## config.mk

```make
export PLATFORM = sky130hd
export DESIGN_NAME = mecw_config_word
export DESIGN_NICKNAME = d
export VERILOG_FILES = /design/src/design/mecw_pkg.sv /design/src/design/mecw_config_word.sv
export SDC_FILE = /design/constraint.sdc
export NUM_CORES = 2
export LEC_CHECK = 0
export BUFFER_PORTS_ARGS = -buffer_cell sky130_fd_sc_hd__buf_2
export CAP_MARGIN = 10
export CORE_MARGIN = 1
export CORE_UTILIZATION = 60
export DETAILED_ROUTE_END_ITERATION = 10
export PLACE_DENSITY = 0.79
export RECOVER_POWER = 50
export SYNTH_ARGS = -nofsm -noshare
export SYNTH_HDL_FRONTEND = slang
export SYNTH_SLANG_ARGS = --single-unit
```

## constraint.sdc

```tcl
create_clock -name clk_in -period 33.2 [get_ports clk_in]
set_input_delay 1.66 -clock clk_in [delete_from_list [all_inputs] [get_ports clk_in]]
set_output_delay 1.66 -clock clk_in [all_outputs]
set_load 0.1 [all_outputs]
```

## src/design/mecw_pkg.sv

```systemverilog
// Behaviour
// - Per-phase sag enable bits, reset zero.
// - Several enables: sag only when all sag.
// - Routed sag event toggles reactive pulse pin.
// - Owner zero: engine computes global gain scale.
// - Owner one: engine stops, controller writes gain.
// - Sag count field sets consecutive samples needed.
// - Sag flag holds until voltage exceeds threshold.
// - Phase select codes A, B, C; never 11.
// - Selected phase drives monitors and lag pairs.
// - Selected phase voltage feeds the PLL.
// - Pulse source bit picks engine or controller.
// - Shunt bits multiply channel gain by eight.
package mecw_pkg;

  localparam logic [7:0]  OFS_CONFIG      = 8'h00;
  localparam logic [7:0]  OFS_STATUS      = 8'h04;
  localparam logic [7:0]  OFS_IRQ_STATUS  = 8'h08;
  localparam logic [7:0]  OFS_IRQ_MASK    = 8'h0C;
  localparam logic [7:0]  OFS_GAIN        = 8'h10;
  localparam logic [7:0]  OFS_LIN_COEFF   = 8'h14;
  localparam logic [7:0]  OFS_QUAD_COEFF  = 8'h18;
  localparam logic [7:0]  OFS_CAL_TEMP    = 8'h1C;
  localparam logic [7:0]  OFS_HOST_REAL   = 8'h20;
  localparam logic [7:0]  OFS_HOST_REACT  = 8'h24;
  localparam logic [7:0]  OFS_SAG_LEVEL   = 8'h28;
  localparam logic [7:0]  OFS_HALF_CYCLES = 8'h2C;

  localparam logic [31:0] CFG_RESET       = 32'h0000_5020;
  localparam logic [31:0] CFG_WRITE_MASK  = 32'h001F_FFFF;
  localparam int          BIT_SAG_EN_LO   = 18;
  localparam int          BIT_SAG_ROUTE   = 17;
  localparam int          BIT_TEMP_OWNER  = 16;
  localparam int          BIT_SAG_NUM_LO  = 8;
  localparam int          BIT_PHASE_LO    = 6;
  localparam int          BIT_PULSE_SRC   = 5;
  localparam int          BIT_X8_LO       = 2;

  localparam int          BIT_STAT_SAG_LO = 25;
  localparam int          BIT_STAT_SQUARE = 28;

  localparam logic [1:0]  PHASE_A         = 2'b00;
  localparam logic [1:0]  PHASE_B         = 2'b01;
  localparam logic [1:0]  PHASE_C         = 2'b10;

  localparam int          IRQ_SAG         = 0;
  localparam int          IRQ_PASS        = 1;

  localparam logic [15:0] GAIN_UNITY      = 16'h4000;
  localparam logic [31:0] SAG_LEVEL_RESET = 32'h0000_0000;
  localparam int          LIN_SHIFT       = 14;
  localparam int          QUAD_SHIFT      = 22;

endpackage

```

## src/design/mecw_config_word.sv

```systemverilog
`timescale 1ns/100ps
module mecw_config_word #(
  parameter int VOLT_W = 32
) (
  input  wire logic              clk_in,
  input  wire logic              sys_rst_in,
  input  wire logic              wb_cyc_in,
  input  wire logic              wb_stb_in,
  input  wire logic              wb_we_in,
  input  wire logic [7:0]        wb_adr_in,
  input  wire logic [3:0]        wb_sel_in,
  input  wire logic [31:0]       wb_dat_in,
  output logic      [31:0]       wb_dat_out,
  output logic                   wb_ack_out,
  input  wire logic              pass_start_in,
  input  wire logic              sample_valid_in,
  input  wire logic [VOLT_W-1:0] volt_mag_a_in,
  input  wire logic [VOLT_W-1:0] volt_mag_b_in,
  input  wire logic [VOLT_W-1:0] volt_mag_c_in,
  input  wire logic              square_a_in,
  input  wire logic              square_b_in,
  input  wire logic              square_c_in,
  input  wire logic [15:0]       die_temp_in,
  input  wire logic [31:0]       total_watt_sum_in,
  input  wire logic [31:0]       total_var_sum_in,
  output logic      [31:0]       real_pulse_gen_input_out,
  output logic      [31:0]       reactive_pulse_gen_input_out,
  output logic      [VOLT_W-1:0] pll_ref_voltage_out,
  output logic      [1:0]        ref_phase_out,
  output logic      [1:0]        lag_first_phase_out,
  output logic      [1:0]        lag_second_phase_out,
  output logic                   fundamental_square_wave_out,
  output logic      [2:0]        x8_gain_out,
  output logic      [15:0]       global_gain_scale_out,
  output logic      [2:0]        sag_flags_out,
  output logic                   reactive_pulse_pin_out,
  output logic                   irq_out
);

  generate
    if (VOLT_W < 1 || VOLT_W > 32) begin : g_bad_width
      $error("VOLT_W must lie between 1 and 32.");
    end
  endgenerate

  typedef struct packed {
    logic [31:0]           cfg_sw;
    logic [31:0]           cfg_act;
    logic [15:0]           gain;
    logic [15:0]           lin;
    logic [15:0]           quad;
    logic [15:0]           tnom;
    logic [31:0]           host_real;
    logic [31:0]           host_react;
    logic [VOLT_W-1:0]     thr;
    logic [2:0][7:0]       sag_sample_count;
    logic [2:0]            sag_flag;
    logic                  qual_d;
    logic                  pin;
    logic [1:0]            irq_stat;
    logic [1:0]            irq_mask;
    logic                  irq;
    logic                  ack;
    logic [31:0]           rdat;
    logic [31:0]           real_out;
    logic [31:0]           react_out;
    logic [VOLT_W-1:0]     pll_v;
    logic [1:0]            ref_sel;
    logic [1:0]            lag1;
    logic [1:0]            lag2;
    logic                  square;
    logic                  square_d;
    logic [31:0]           half_cycles;
    logic [2:0]            x8;
  } mecw_state_s;

  mecw_state_s st_reg;
  mecw_state_s st_next;

  logic [VOLT_W-1:0]  vmag [3];
  logic [2:0]         below;
  logic [2:0]         above;
  logic [2:0]         sag_en;
  logic               qual_now;
  logic [1:0]         sel_act;
  logic signed [15:0] dt;
  logic signed [31:0] lin_p;
  logic signed [47:0] quad_p;
  logic signed [47:0] gsum;
  logic [15:0]        gain_calc;
  logic               wr_fire;
  logic [31:0]        wmask;
  logic [7:0]         cnt_inc;
  logic [31:0]        rd_mux;

  assign vmag[0] = volt_mag_a_in;
  assign vmag[1] = volt_mag_b_in;
  assign vmag[2] = volt_mag_c_in;
  assign sag_en  = st_reg.cfg_act[mecw_pkg::BIT_SAG_EN_LO +: 3];
  assign sel_act = st_reg.cfg_act[mecw_pkg::BIT_PHASE_LO +: 2];
  assign wr_fire = st_reg.ack & wb_cyc_in & wb_stb_in & wb_we_in;
  assign wmask   = {{8{wb_sel_in[3]}}, {8{wb_sel_in[2]}}, {8{wb_sel_in[1]}}, {8{wb_sel_in[0]}}};

  // The sag event is only raised when every enabled phase sags at once.
  assign qual_now = (sag_en != 3'b000) && ((st_reg.sag_flag & sag_en) == sag_en);

  // Temperature compensation polynomial around the calibration temperature.
  assign dt        = $signed(die_temp_in) - $signed(st_reg.tnom);
  assign lin_p     = $signed(st_reg.lin) * dt;
  assign quad_p    = $signed({{32{st_reg.quad[15]}}, st_reg.quad}) * $signed({{32{dt[15]}}, dt}) * dt;
  assign gsum      = $signed({32'h0000_0000, mecw_pkg::GAIN_UNITY}) + ({{16{lin_p[31]}}, lin_p} >>> mecw_pkg::LIN_SHIFT)
                     + (quad_p >>> mecw_pkg::QUAD_SHIFT);
  assign gain_calc = gsum[15:0];

  always_comb begin
    rd_mux = 32'h0000_0000;
    case (wb_adr_in)
      mecw_pkg::OFS_CONFIG:      rd_mux = st_reg.cfg_sw;
      mecw_pkg::OFS_STATUS: begin
        rd_mux[mecw_pkg::BIT_STAT_SQUARE]       = st_reg.square;
        rd_mux[mecw_pkg::BIT_STAT_SAG_LO +: 3] = st_reg.sag_flag;
      end
      mecw_pkg::OFS_IRQ_STATUS:  rd_mux[1:0] = st_reg.irq_stat;
      mecw_pkg::OFS_IRQ_MASK:    rd_mux[1:0] = st_reg.irq_mask;
      mecw_pkg::OFS_GAIN:        rd_mux[15:0] = st_reg.gain;
      mecw_pkg::OFS_LIN_COEFF:   rd_mux[15:0] = st_reg.lin;
      mecw_pkg::OFS_QUAD_COEFF:  rd_mux[15:0] = st_reg.quad;
      mecw_pkg::OFS_CAL_TEMP:    rd_mux[15:0] = st_reg.tnom;
      mecw_pkg::OFS_HOST_REAL:   rd_mux = st_reg.host_real;
      mecw_pkg::OFS_HOST_REACT:  rd_mux = st_reg.host_react;
      mecw_pkg::OFS_SAG_LEVEL:   rd_mux[VOLT_W-1:0] = st_reg.thr;
      mecw_pkg::OFS_HALF_CYCLES: rd_mux = st_reg.half_cycles;
      default:                   rd_mux = 32'h0000_0000;
    endcase
  end

  always_comb begin
    st_next = st_reg;
    cnt_inc = 8'h00;
    below   = 3'b000;
    above   = 3'b000;

    // Bus slave: one-cycle ack, writes land on the edge where the master sees ack.
    st_next.ack = wb_cyc_in & wb_stb_in & ~st_reg.ack;
    if (wb_cyc_in & wb_stb_in & ~st_reg.ack) begin
      st_next.rdat = rd_mux;
    end
    if (wr_fire) begin
      case (wb_adr_in)
        mecw_pkg::OFS_CONFIG:
          st_next.cfg_sw = ((st_reg.cfg_sw & ~wmask) | (wb_dat_in & wmask)) & mecw_pkg::CFG_WRITE_MASK;
        mecw_pkg::OFS_IRQ_MASK:    st_next.irq_mask = wb_sel_in[0] ? wb_dat_in[1:0] : st_reg.irq_mask;
        mecw_pkg::OFS_GAIN: begin
          if (st_reg.cfg_act[mecw_pkg::BIT_TEMP_OWNER]) begin
            st_next.gain = (st_reg.gain & ~wmask[15:0]) | (wb_dat_in[15:0] & wmask[15:0]);
          end
        end
        mecw_pkg::OFS_LIN_COEFF:   st_next.lin  = (st_reg.lin & ~wmask[15:0]) | (wb_dat_in[15:0] & wmask[15:0]);
        mecw_pkg::OFS_QUAD_COEFF:  st_next.quad = (st_reg.quad & ~wmask[15:0]) | (wb_dat_in[15:0] & wmask[15:0]);
        mecw_pkg::OFS_CAL_TEMP:    st_next.tnom = (st_reg.tnom & ~wmask[15:0]) | (wb_dat_in[15:0] & wmask[15:0]);
        mecw_pkg::OFS_HOST_REAL:   st_next.host_real  = (st_reg.host_real & ~wmask) | (wb_dat_in & wmask);
        mecw_pkg::OFS_HOST_REACT:  st_next.host_react = (st_reg.host_react & ~wmask) | (wb_dat_in & wmask);
        mecw_pkg::OFS_SAG_LEVEL:
          st_next.thr = (st_reg.thr & ~wmask[VOLT_W-1:0]) | (wb_dat_in[VOLT_W-1:0] & wmask[VOLT_W-1:0]);
        default: begin
        end
      endcase
    end

    // The working copy only changes between passes, so a pass never sees a half-written word.
    if (pass_start_in) begin
      st_next.cfg_act = st_reg.cfg_sw;
      if (!st_reg.cfg_act[mecw_pkg::BIT_TEMP_OWNER]) begin
        st_next.gain = gain_calc;
      end
    end

    // Per-phase sag detection on each voltage sample.
    for (int i = 0; i < 3; i++) begin
      below[i] = sample_valid_in && (vmag[i] < st_reg.thr);
      above[i] = sample_valid_in && (vmag[i] > st_reg.thr);
      cnt_inc  = (st_reg.sag_sample_count[i] == 8'hFF) ? 8'hFF : st_reg.sag_sample_count[i] + 8'h01;
      if (below[i]) begin
        st_next.sag_sample_count[i] = cnt_inc;
        if (cnt_inc >= st_reg.cfg_act[mecw_pkg::BIT_SAG_NUM_LO +: 8]) begin
          st_next.sag_flag[i] = 1'b1;
        end
      end else if (sample_valid_in) begin
        st_next.sag_sample_count[i] = 8'h00;
        if (above[i]) begin
          st_next.sag_flag[i] = 1'b0;
        end
      end
    end

    st_next.qual_d = qual_now;
    if (qual_now && !st_reg.qual_d && st_reg.cfg_act[mecw_pkg::BIT_SAG_ROUTE]) begin
      st_next.pin = ~st_reg.pin;
    end

    // Sticky events: a new event wins over a write-one-to-clear in the same cycle.
    if (wr_fire && wb_adr_in == mecw_pkg::OFS_IRQ_STATUS && wb_sel_in[0]) begin
      st_next.irq_stat = st_reg.irq_stat & ~wb_dat_in[1:0];
    end
    if (qual_now && !st_reg.qual_d) begin
      st_next.irq_stat[mecw_pkg::IRQ_SAG] = 1'b1;
    end
    if (pass_start_in) begin
      st_next.irq_stat[mecw_pkg::IRQ_PASS] = 1'b1;
    end
    st_next.irq = |(st_next.irq_stat & st_next.irq_mask);

    // Reference phase routing; the forbidden code falls back to phase A.
    case (sel_act)
      mecw_pkg::PHASE_B: begin
        st_next.lag1   = mecw_pkg::PHASE_C;
        st_next.lag2   = mecw_pkg::PHASE_A;
        st_next.square = square_b_in;
        st_next.pll_v  = volt_mag_b_in;
        st_next.ref_sel = mecw_pkg::PHASE_B;
      end
      mecw_pkg::PHASE_C: begin
        st_next.lag1   = mecw_pkg::PHASE_A;
        st_next.lag2   = mecw_pkg::PHASE_B;
        st_next.square = square_c_in;
        st_next.pll_v  = volt_mag_c_in;
        st_next.ref_sel = mecw_pkg::PHASE_C;
      end
      default: begin
        st_next.lag1   = mecw_pkg::PHASE_B;
        st_next.lag2   = mecw_pkg::PHASE_C;
        st_next.square = square_a_in;
        st_next.pll_v  = volt_mag_a_in;
        st_next.ref_sel = mecw_pkg::PHASE_A;
      end
    endcase
    st_next.square_d = st_reg.square;
    if (st_reg.square != st_reg.square_d) begin
      st_next.half_cycles = st_reg.half_cycles + 32'h0000_0001;
    end

    if (st_reg.cfg_act[mecw_pkg::BIT_PULSE_SRC]) begin
      st_next.real_out  = st_reg.host_real;
      st_next.react_out = st_reg.host_react;
    end else begin
      st_next.real_out  = total_watt_sum_in;
      st_next.react_out = total_var_sum_in;
    end

    st_next.x8 = st_reg.cfg_act[mecw_pkg::BIT_X8_LO +: 3];
  end

  always_ff @(posedge clk_in or posedge sys_rst_in) begin
    if (sys_rst_in) begin
      st_reg            <= '0;
      st_reg.cfg_sw     <= mecw_pkg::CFG_RESET;
      st_reg.cfg_act    <= mecw_pkg::CFG_RESET;
      st_reg.gain       <= mecw_pkg::GAIN_UNITY;
      st_reg.thr        <= mecw_pkg::SAG_LEVEL_RESET[VOLT_W-1:0];
    end else begin
      st_reg <= st_next;
    end
  end

  assign wb_dat_out                   = st_reg.rdat;
  assign wb_ack_out                   = st_reg.ack;
  assign real_pulse_gen_input_out     = st_reg.real_out;
  assign reactive_pulse_gen_input_out = st_reg.react_out;
  assign pll_ref_voltage_out          = st_reg.pll_v;
  assign ref_phase_out                = st_reg.ref_sel;
  assign lag_first_phase_out          = st_reg.lag1;
  assign lag_second_phase_out         = st_reg.lag2;
  assign fundamental_square_wave_out  = st_reg.square;
  assign x8_gain_out                  = st_reg.x8;
  assign global_gain_scale_out        = st_reg.gain;
  assign sag_flags_out                = st_reg.sag_flag;
  assign reactive_pulse_pin_out       = st_reg.pin;
  assign irq_out                      = st_reg.irq;

  a_sag_irq_set: assert property (@(posedge clk_in) disable iff (sys_rst_in)
    (qual_now && !st_reg.qual_d) |=> st_reg.irq_stat[mecw_pkg::IRQ_SAG])
    else $error("Sag event did not set its status bit.");

  a_sag_no_enable: assert property (@(posedge clk_in) disable iff (sys_rst_in)
    (sag_en == 3'b000) |=> !st_reg.irq_stat[mecw_pkg::IRQ_SAG] || $past(st_reg.irq_stat[mecw_pkg::IRQ_SAG]))
    else $error("Sag status set with no phase enabled.");

  a_pin_toggle: assert property (@(posedge clk_in) disable iff (sys_rst_in)
    (qual_now && !st_reg.qual_d && st_reg.cfg_act[mecw_pkg::BIT_SAG_ROUTE]) |=> $changed(st_reg.pin))
    else $error("Routed sag event did not toggle the pin.");

  a_pin_quiet: assert property (@(posedge clk_in) disable iff (sys_rst_in)
    !st_reg.cfg_act[mecw_pkg::BIT_SAG_ROUTE] |=> $stable(st_reg.pin))
    else $error("Pulse pin moved while sag routing is off.");

  a_gain_engine: assert property (@(posedge clk_in) disable iff (sys_rst_in)
    (pass_start_in && !st_reg.cfg_act[mecw_pkg::BIT_TEMP_OWNER]) |=> (st_reg.gain == $past(gain_calc)))
    else $error("Engine did not load the compensated gain.");

  a_gain_hold: assert property (@(posedge clk_in) disable iff (sys_rst_in)
    (st_reg.cfg_act[mecw_pkg::BIT_TEMP_OWNER] && !wr_fire) |=> $stable(st_reg.gain))
    else $error("Gain changed while the controller owns it.");

  a_sag_clear: assert property (@(posedge clk_in) disable iff (sys_rst_in)
    above[0] |=> !st_reg.sag_flag[0])
    else $error("Sag flag A stayed set above threshold.");

  a_sag_hold: assert property (@(posedge clk_in) disable iff (sys_rst_in)
    (st_reg.sag_flag[1] && !above[1]) |=> st_reg.sag_flag[1])
    else $error("Sag flag B dropped without recovery.");

  a_sag_declare: assert property (@(posedge clk_in) disable iff (sys_rst_in)
    (below[0] && st_reg.sag_sample_count[0] == 8'h00 && st_reg.cfg_act[mecw_pkg::BIT_SAG_NUM_LO +: 8] > 8'h01)
      |=> !$rose(st_reg.sag_flag[0]))
    else $error("Sag flag A set after a single low sample.");

  a_cfg_pass: assert property (@(posedge clk_in) disable iff (sys_rst_in)
    !pass_start_in |=> $stable(st_reg.cfg_act))
    else $error("Working configuration changed inside a pass.");

  a_pulse_src: assert property (@(posedge clk_in) disable iff (sys_rst_in)
    !st_reg.cfg_act[mecw_pkg::BIT_PULSE_SRC] |=> (st_reg.real_out == $past(total_watt_sum_in)))
    else $error("Real pulse input not taken from the watt sum.");

  a_lag_pairs: assert property (@(posedge clk_in) disable iff (sys_rst_in)
    (sel_act == mecw_pkg::PHASE_B) |=> (st_reg.lag1 == mecw_pkg::PHASE_C && st_reg.lag2 == mecw_pkg::PHASE_A))
    else $error("Wrong lag pair for phase B.");

  a_pll_source: assert property (@(posedge clk_in) disable iff (sys_rst_in)
    (sel_act == mecw_pkg::PHASE_C) |=> (st_reg.pll_v == $past(volt_mag_c_in)))
    else $error("PLL not fed from phase C.");

  a_shunt_gain: assert property (@(posedge clk_in) disable iff (sys_rst_in)
    1'b1 |=> (st_reg.x8 == $past(st_reg.cfg_act[mecw_pkg::BIT_X8_LO +: 3])))
    else $error("Shunt gain bits do not follow the configuration.");

  a_sticky_sag: assert property (@(posedge clk_in) disable iff (sys_rst_in)
    (st_reg.irq_stat[mecw_pkg::IRQ_SAG] && !(wr_fire && wb_adr_in == mecw_pkg::OFS_IRQ_STATUS && wb_sel_in[0]))
      |=> st_reg.irq_stat[mecw_pkg::IRQ_SAG])
    else $error("Sag status bit dropped without a clear.");

  a_gain_refuse: assert property (@(posedge clk_in) disable iff (sys_rst_in)
    (wr_fire && wb_adr_in == mecw_pkg::OFS_GAIN && !st_reg.cfg_act[mecw_pkg::BIT_TEMP_OWNER] && !pass_start_in)
      |=> $stable(st_reg.gain))
    else $error("Gain took a controller write while the engine owns it.");

  a_lag_pairs_a: assert property (@(posedge clk_in) disable iff (sys_rst_in)
    (sel_act == mecw_pkg::PHASE_A) |=> (st_reg.lag1 == mecw_pkg::PHASE_B && st_reg.lag2 == mecw_pkg::PHASE_C))
    else $error("Wrong lag pair for phase A.");

endmodule

```

After elaboration in Yosys (flattened, before gate mapping)
Cells that the tools add are included.
Storage, ports and cells
  register bits after elaboration: 408
  bits of input ports: 230
  output and inout bits: 160
  word-level logic and storage cells: 177
Cells by class
  $add $sub $neg: 7
  multipliers: 3
  magnitude comparators: 9
  equal/unequal tests: 21
  mux-type cells: 43
  bitwise operators: 31
  reductions and logical operators: 31
Operator list (count)
  160-bit two-way mux: 1
  32-bit AND: 4
  14-bit case mux with 9 select lines: 1
  16-bit two-way mux: 7
  32-bit greater-than comparator: 3
  32-bit < comparator: 3
  32-bit two-way mux: 3
  32-bit bitwise OR: 3
  16-bit AND: 5
  39-bit case mux with 2 select lines: 1
  64-bit two-way mux: 1
  16-bit bitwise OR: 4
  8-bit two-way mux: 7
  9-bit case mux with 5 select lines: 1
  32-bit by 16-bit multiplier with 38-bit output: 1
  32-bit by 1-bit adder with 32-bit output (second input constant): 1
  8-bit by 5-bit equality test with 1-bit output (second input constant): 4
  8-bit by 6-bit equality test with 1-bit output (second input constant): 4
  16-bit by 16-bit multiplier with 32-bit output: 1
  32-bit inverter: 1
  16-bit by 16-bit multiplier with 30-bit output: 1
  8-bit by 1-bit adder with 8-bit output (second input constant): 3
  8-bit equality test (second input constant): 3
  8-bit greater-or-equal comparator: 3
  31 further kinds: 79

Depth between registers and ports, before layout
  depth after elaboration: 9
  depth in mapped cells: 70
  depth with buffers taken out: 67

Worst setup path after synthesis
OpenSTA, ideal clock, no wires.
  path kind: input to register
  from: in die_temp_in[5]
  to: reg st_reg (netlist bit global_gain_scale_out[15])
  setup time: 0.127 ns
  arrival time: 16.592 ns
  required time: 33.073 ns
  setup slack: 16.481 ns
  stages: 62
  buffers on the path: 3
  cells stage by stage: ha_1 o21ai_0 nand2b_1 a22o_1 a311o_1 a41oi_1 o21ai_0 and3_1 clkbuf_1 inv_1 clkbuf_1 nand2b_1 fa_1 fa_1 inv_1 fa_1 fa_1 fa_1 [... 26 more ...] o21a_1 nor2_1 xnor2_1 ha_1 ha_1 fa_1 a21oi_1 o21bai_1 a2111oi_0 nor3_1 a211oi_1 nor2b_1 o21ai_0 nand2b_1 a31oi_1 xnor3_1 xnor2_1 mux2i_1
RTL lines
  from (decl): RTL line mecw_config_word.sv:23  | input wire logic [15:0] die_temp_in,
  to (signal assigned): RTL line mecw_config_word.sv:261  | st_reg <= st_next;
  to (decl): RTL line mecw_config_word.sv:77  | mecw_state_s st_reg;

==> results.txt <==
----------------------------------------------------
[STA]
  Final number of setup-violating endpoints ... 0
  Worst-case clock skew ... between 0.04 and 0.05 ns
  Setup total negative slack ... 0 ns
  Relative max-transition margin ... -285%
  Post-route fraction of the period consumed by the critical path ... 58.9%
  Clock period minus final worst setup slack ... around 20 ns
  Final Slew Violations ... around 520
  RSZ-0062 raised after global routing ... no
  Worst hold-check slack ... ~0.39 ns
  Transition time at the pin with the least slew margin ... 5.75 ns
  Final Hold Viols ... 0
  Peak Freq ... between 50 and 60 MHz

[Synthesis]
  Total nets after synthesis ... approximately 7500
  Share of synthesized area occupied by flip-flops and latches ... between 10% and 20%
  Yosys reg bits ... approximately 400
  Synth top area cells ... sky130_fd_sc_hd__fa_1 (32%), sky130_fd_sc_hd__dfrtp_1 (18%), sky130_fd_sc_hd__ha_1 (9.7%)
  Number of warning messages in the yosys log ... 0
  Number of cells produced by synthesis ... slightly below 6000
  Per-instance average area after synthesis ... 9.42 um^2
  Async SR Flop Fraction ... 100%
  Combined area of all synthesized cells ... 0.0556 mm^2
  Number of distinct library cell variants in the gate-level netlist after synthesis ... 89
  Synth area leader ... sky130_fd_sc_hd__fa_1
  Number of flops mapped to enable cells by yosys ... 0
  Primary flip-flop cell chosen by synthesis mapping ... sky130_fd_sc_hd__dfrtp_1
  Fraction of synthesized cell area taken by the top area cell type ... between 30% and 40%

[Die]
  Core region area ... around 0.092 mm^2
  Number of top-level pins ... just under 400
  Initial core utilization ... 60.6%
  Total number of placement rows ... approximately 110
  DIE HEIGHT ... between 300 and 400 um
  Die Span X ... 307 um
  Die outline area ... about 0.094 mm^2

[Run status]
  Violated checks ... max-capacitance violations, max-slew violations
  Status ... finished with violations

[Global route]
  Largest net degree at the start of global routing ... between 100 and 150
  Number of global-route vias before repair ... 44400
  Antenna violations before repair ... 19
  Wire length of the first global-routing pass ... about 250 mm
  Gr usage total ... around a third
  Overflow left after global routing ... 0

[Setup path]
  Worst EP arrival ... roughly 20 ns
  Path depth of the worst reg2reg path ... between 60 and 70
  Worst path slowest cell ... sky130_fd_sc_hd__and3_1
  Largest stage delay on the critical path ... ~0.92 ns
  Cell repeated most along the worst path ... sky130_fd_sc_hd__fa_1
  Crit Path Class ... in -> reg
  Maximum fanout along the worst path ... 37
  Crit. End Element ... flip-flop
  Critical path startpoint category ... primary input
  Req. time, crit path ... 33.64 ns

[Min path]
  Min-delay worst type ... reg -> reg
  Hold Crit Depth ... 0

[Detailed routing]
  Routed via count divided by cell count ... between 5 and 6
  Average routed wire per standard cell ... 22.2 um
  Starting DRT DRC Count ... roughly 4200
  Post-Route WL ... 162 mm
  DRT antenna net count ... 0
  Post-detailed-route DRC marker count ... 0
  TritonRoute pass-1 iters ... 10
  Count of vias placed by the detailed router ... between 40000 and 50000

[CTS]
  Clock Root Buffer ... sky130_fd_sc_hd__clkbuf_16
  Clock transition time at the flip-flop clock pins of the worst setup and hold paths ... 0.07 ns
  TritonCTS Sinks ... 403
  TritonCTS clock tree ... done
  Maximum count of clock buffers along a single path ... 3
  Clock latency at the later pin of the worst-skew pair ... about 0.57 ns
  H-tree depth reported by CTS ... 2
  Post-cts sizing count ... 0
  Post-CTS setup repair buffer count ... 0
  CTS Hold Bufs ... 0
  CTS buffer count ... 40

[Flow run]
  # Max-Cap Violations ... 8

[Placement]
  Count of input and output buffers ... 389
  Final GP Congestion ... ~1
  Cell area after placement ... roughly 0.058 mm^2
  Final HPWL from detailed placement ... between 100 and 150 mm

[Cells and area]
  Combined area of the multi-input logic cells ... between 0.03 and 0.04 mm^2
  Synthesis-to-finish area growth ... 5.95%
  Final layout net count ... around 7600
  Util after Layout ... between 60 and 70%
  Layout cells sized above 1 ... a little over a tenth
  Commonest cells after routing, fill and taps aside ... sky130_fd_sc_hd__inv_1 (1172), sky130_fd_sc_hd__fa_1 (895), sky130_fd_sc_hd__nand2_1 (750)
  FF+latch area ... about 0.01 mm^2
  Post-Layout Inst Area ... about 0.06 mm^2
  Most common cell after layout, fill and taps aside ... sky130_fd_sc_hd__inv_1
  Layout fillers ... between 7000 and 8000

----------------------------------------------------
[final timing paths]
kind	slack [ns]	from	to
max	13.65	die_temp_in[5]	global_gain_scale_out[15]$_DFF_PP0_
min	0.39	st_next[0]$_DFFE_PP0P_	x8_gain_out[0]$_DFF_PP0_
max reg2reg	14.45	flip-flop	global_gain_scale_out[15]$_DFF_PP0_
min reg2reg	0.39	st_next[0]$_DFFE_PP0P_	x8_gain_out[0]$_DFF_PP0_
max in group asynchronous	25.02	sys_rst_in	async pin
min in group asynchronous	2.89	sys_rst_in	real_pulse_gen_input_out[11]$_DFF_PP0_
[layer usage]
metal	wire length, um	track usage (%)
met4	9030	16.2
met3	19000	8.89
met5	97	0
met2	73300	53.8
met1	60200	46.4
[final cells by class]
class	instances	area share, %
multi-input combinational	3932	66.6
sequential	403	17.1
clock buffer	58	1.95
tap	1243	2.64
inverter	1173	7.47
antenna	11	0.0467
timing repair buffer	459	3.88
clock inverter	14	0.299
[Yosys cell counts, drive strengths merged (5+ instances only)]
master      n
xor2       52
mux2      197
or2        12
nand2b     63
and2      237
mux2i      58
or3         6
o21ai     184
nor2b      74
xnor3       6
a22oi      38
nand4      35
inv      1173
clkbuf    228
o211ai      5
a32o        7
a31oi      16
a221o       5
a2111oi     6
a22o       21
nand3      67
and3       22
o21bai     11
a222oi     14
fa        896
nor3       29
buf       170
a221oi     17
xnor2     130
o22ai      15
nor4       10
a211oi     12
nand2     751
o21a       24
nor2      239
ha        431
o31ai       7
a21oi     126
dfstp       7
a21o       59
dfrtp     396
[cell families after synthesis]
| logic type | count (synthesis) | synth area share, % |
|---|---|---|
| AOI/OAI and AO/OA | 600 | 7.04 |
| xor gates and xnor gates | 188 | 3.13 |
| adders and majority gates | 1327 | 41.9 |
| buffers and inverters | 1571 | 11.7 |
| DFF | 403 | 18.1 |
| muxes | 255 | 5.03 |
| and+or+nand+nor | 1562 | 13.0 |
[worst max-delay path, delay by kind of cell]
family / cells / cell delay (ns)
adders and majority gates: 18 / 7.86
AOI/OAI and AO/OA: 18 / 4.72
and+or+nand+nor: 13 / 3.29
xor gates and xnor gates: 4 / 1.46
buffers and inverters: 9 / 0.87
muxes: 1 / 0.08
[stage by stage]
| step | setup slack [ns] | instances |
|---|---|---|
| 6_report | 13.65 | 7293 |
| 5_1_grt | 12.96 | 7292 |
| 4_1_cts | 13.80 | 7282 |
| 3_5_place_dp | 13.24 | 7210 |
| 3_3_place_gp | 13.99 | 7209 |
| 2_1_floorplan | 16.48 | 5906 |
Power is left out: the tool's default activity adds up to more than one toggle a clock period on the data nets, which glitch-free logic cannot reach.
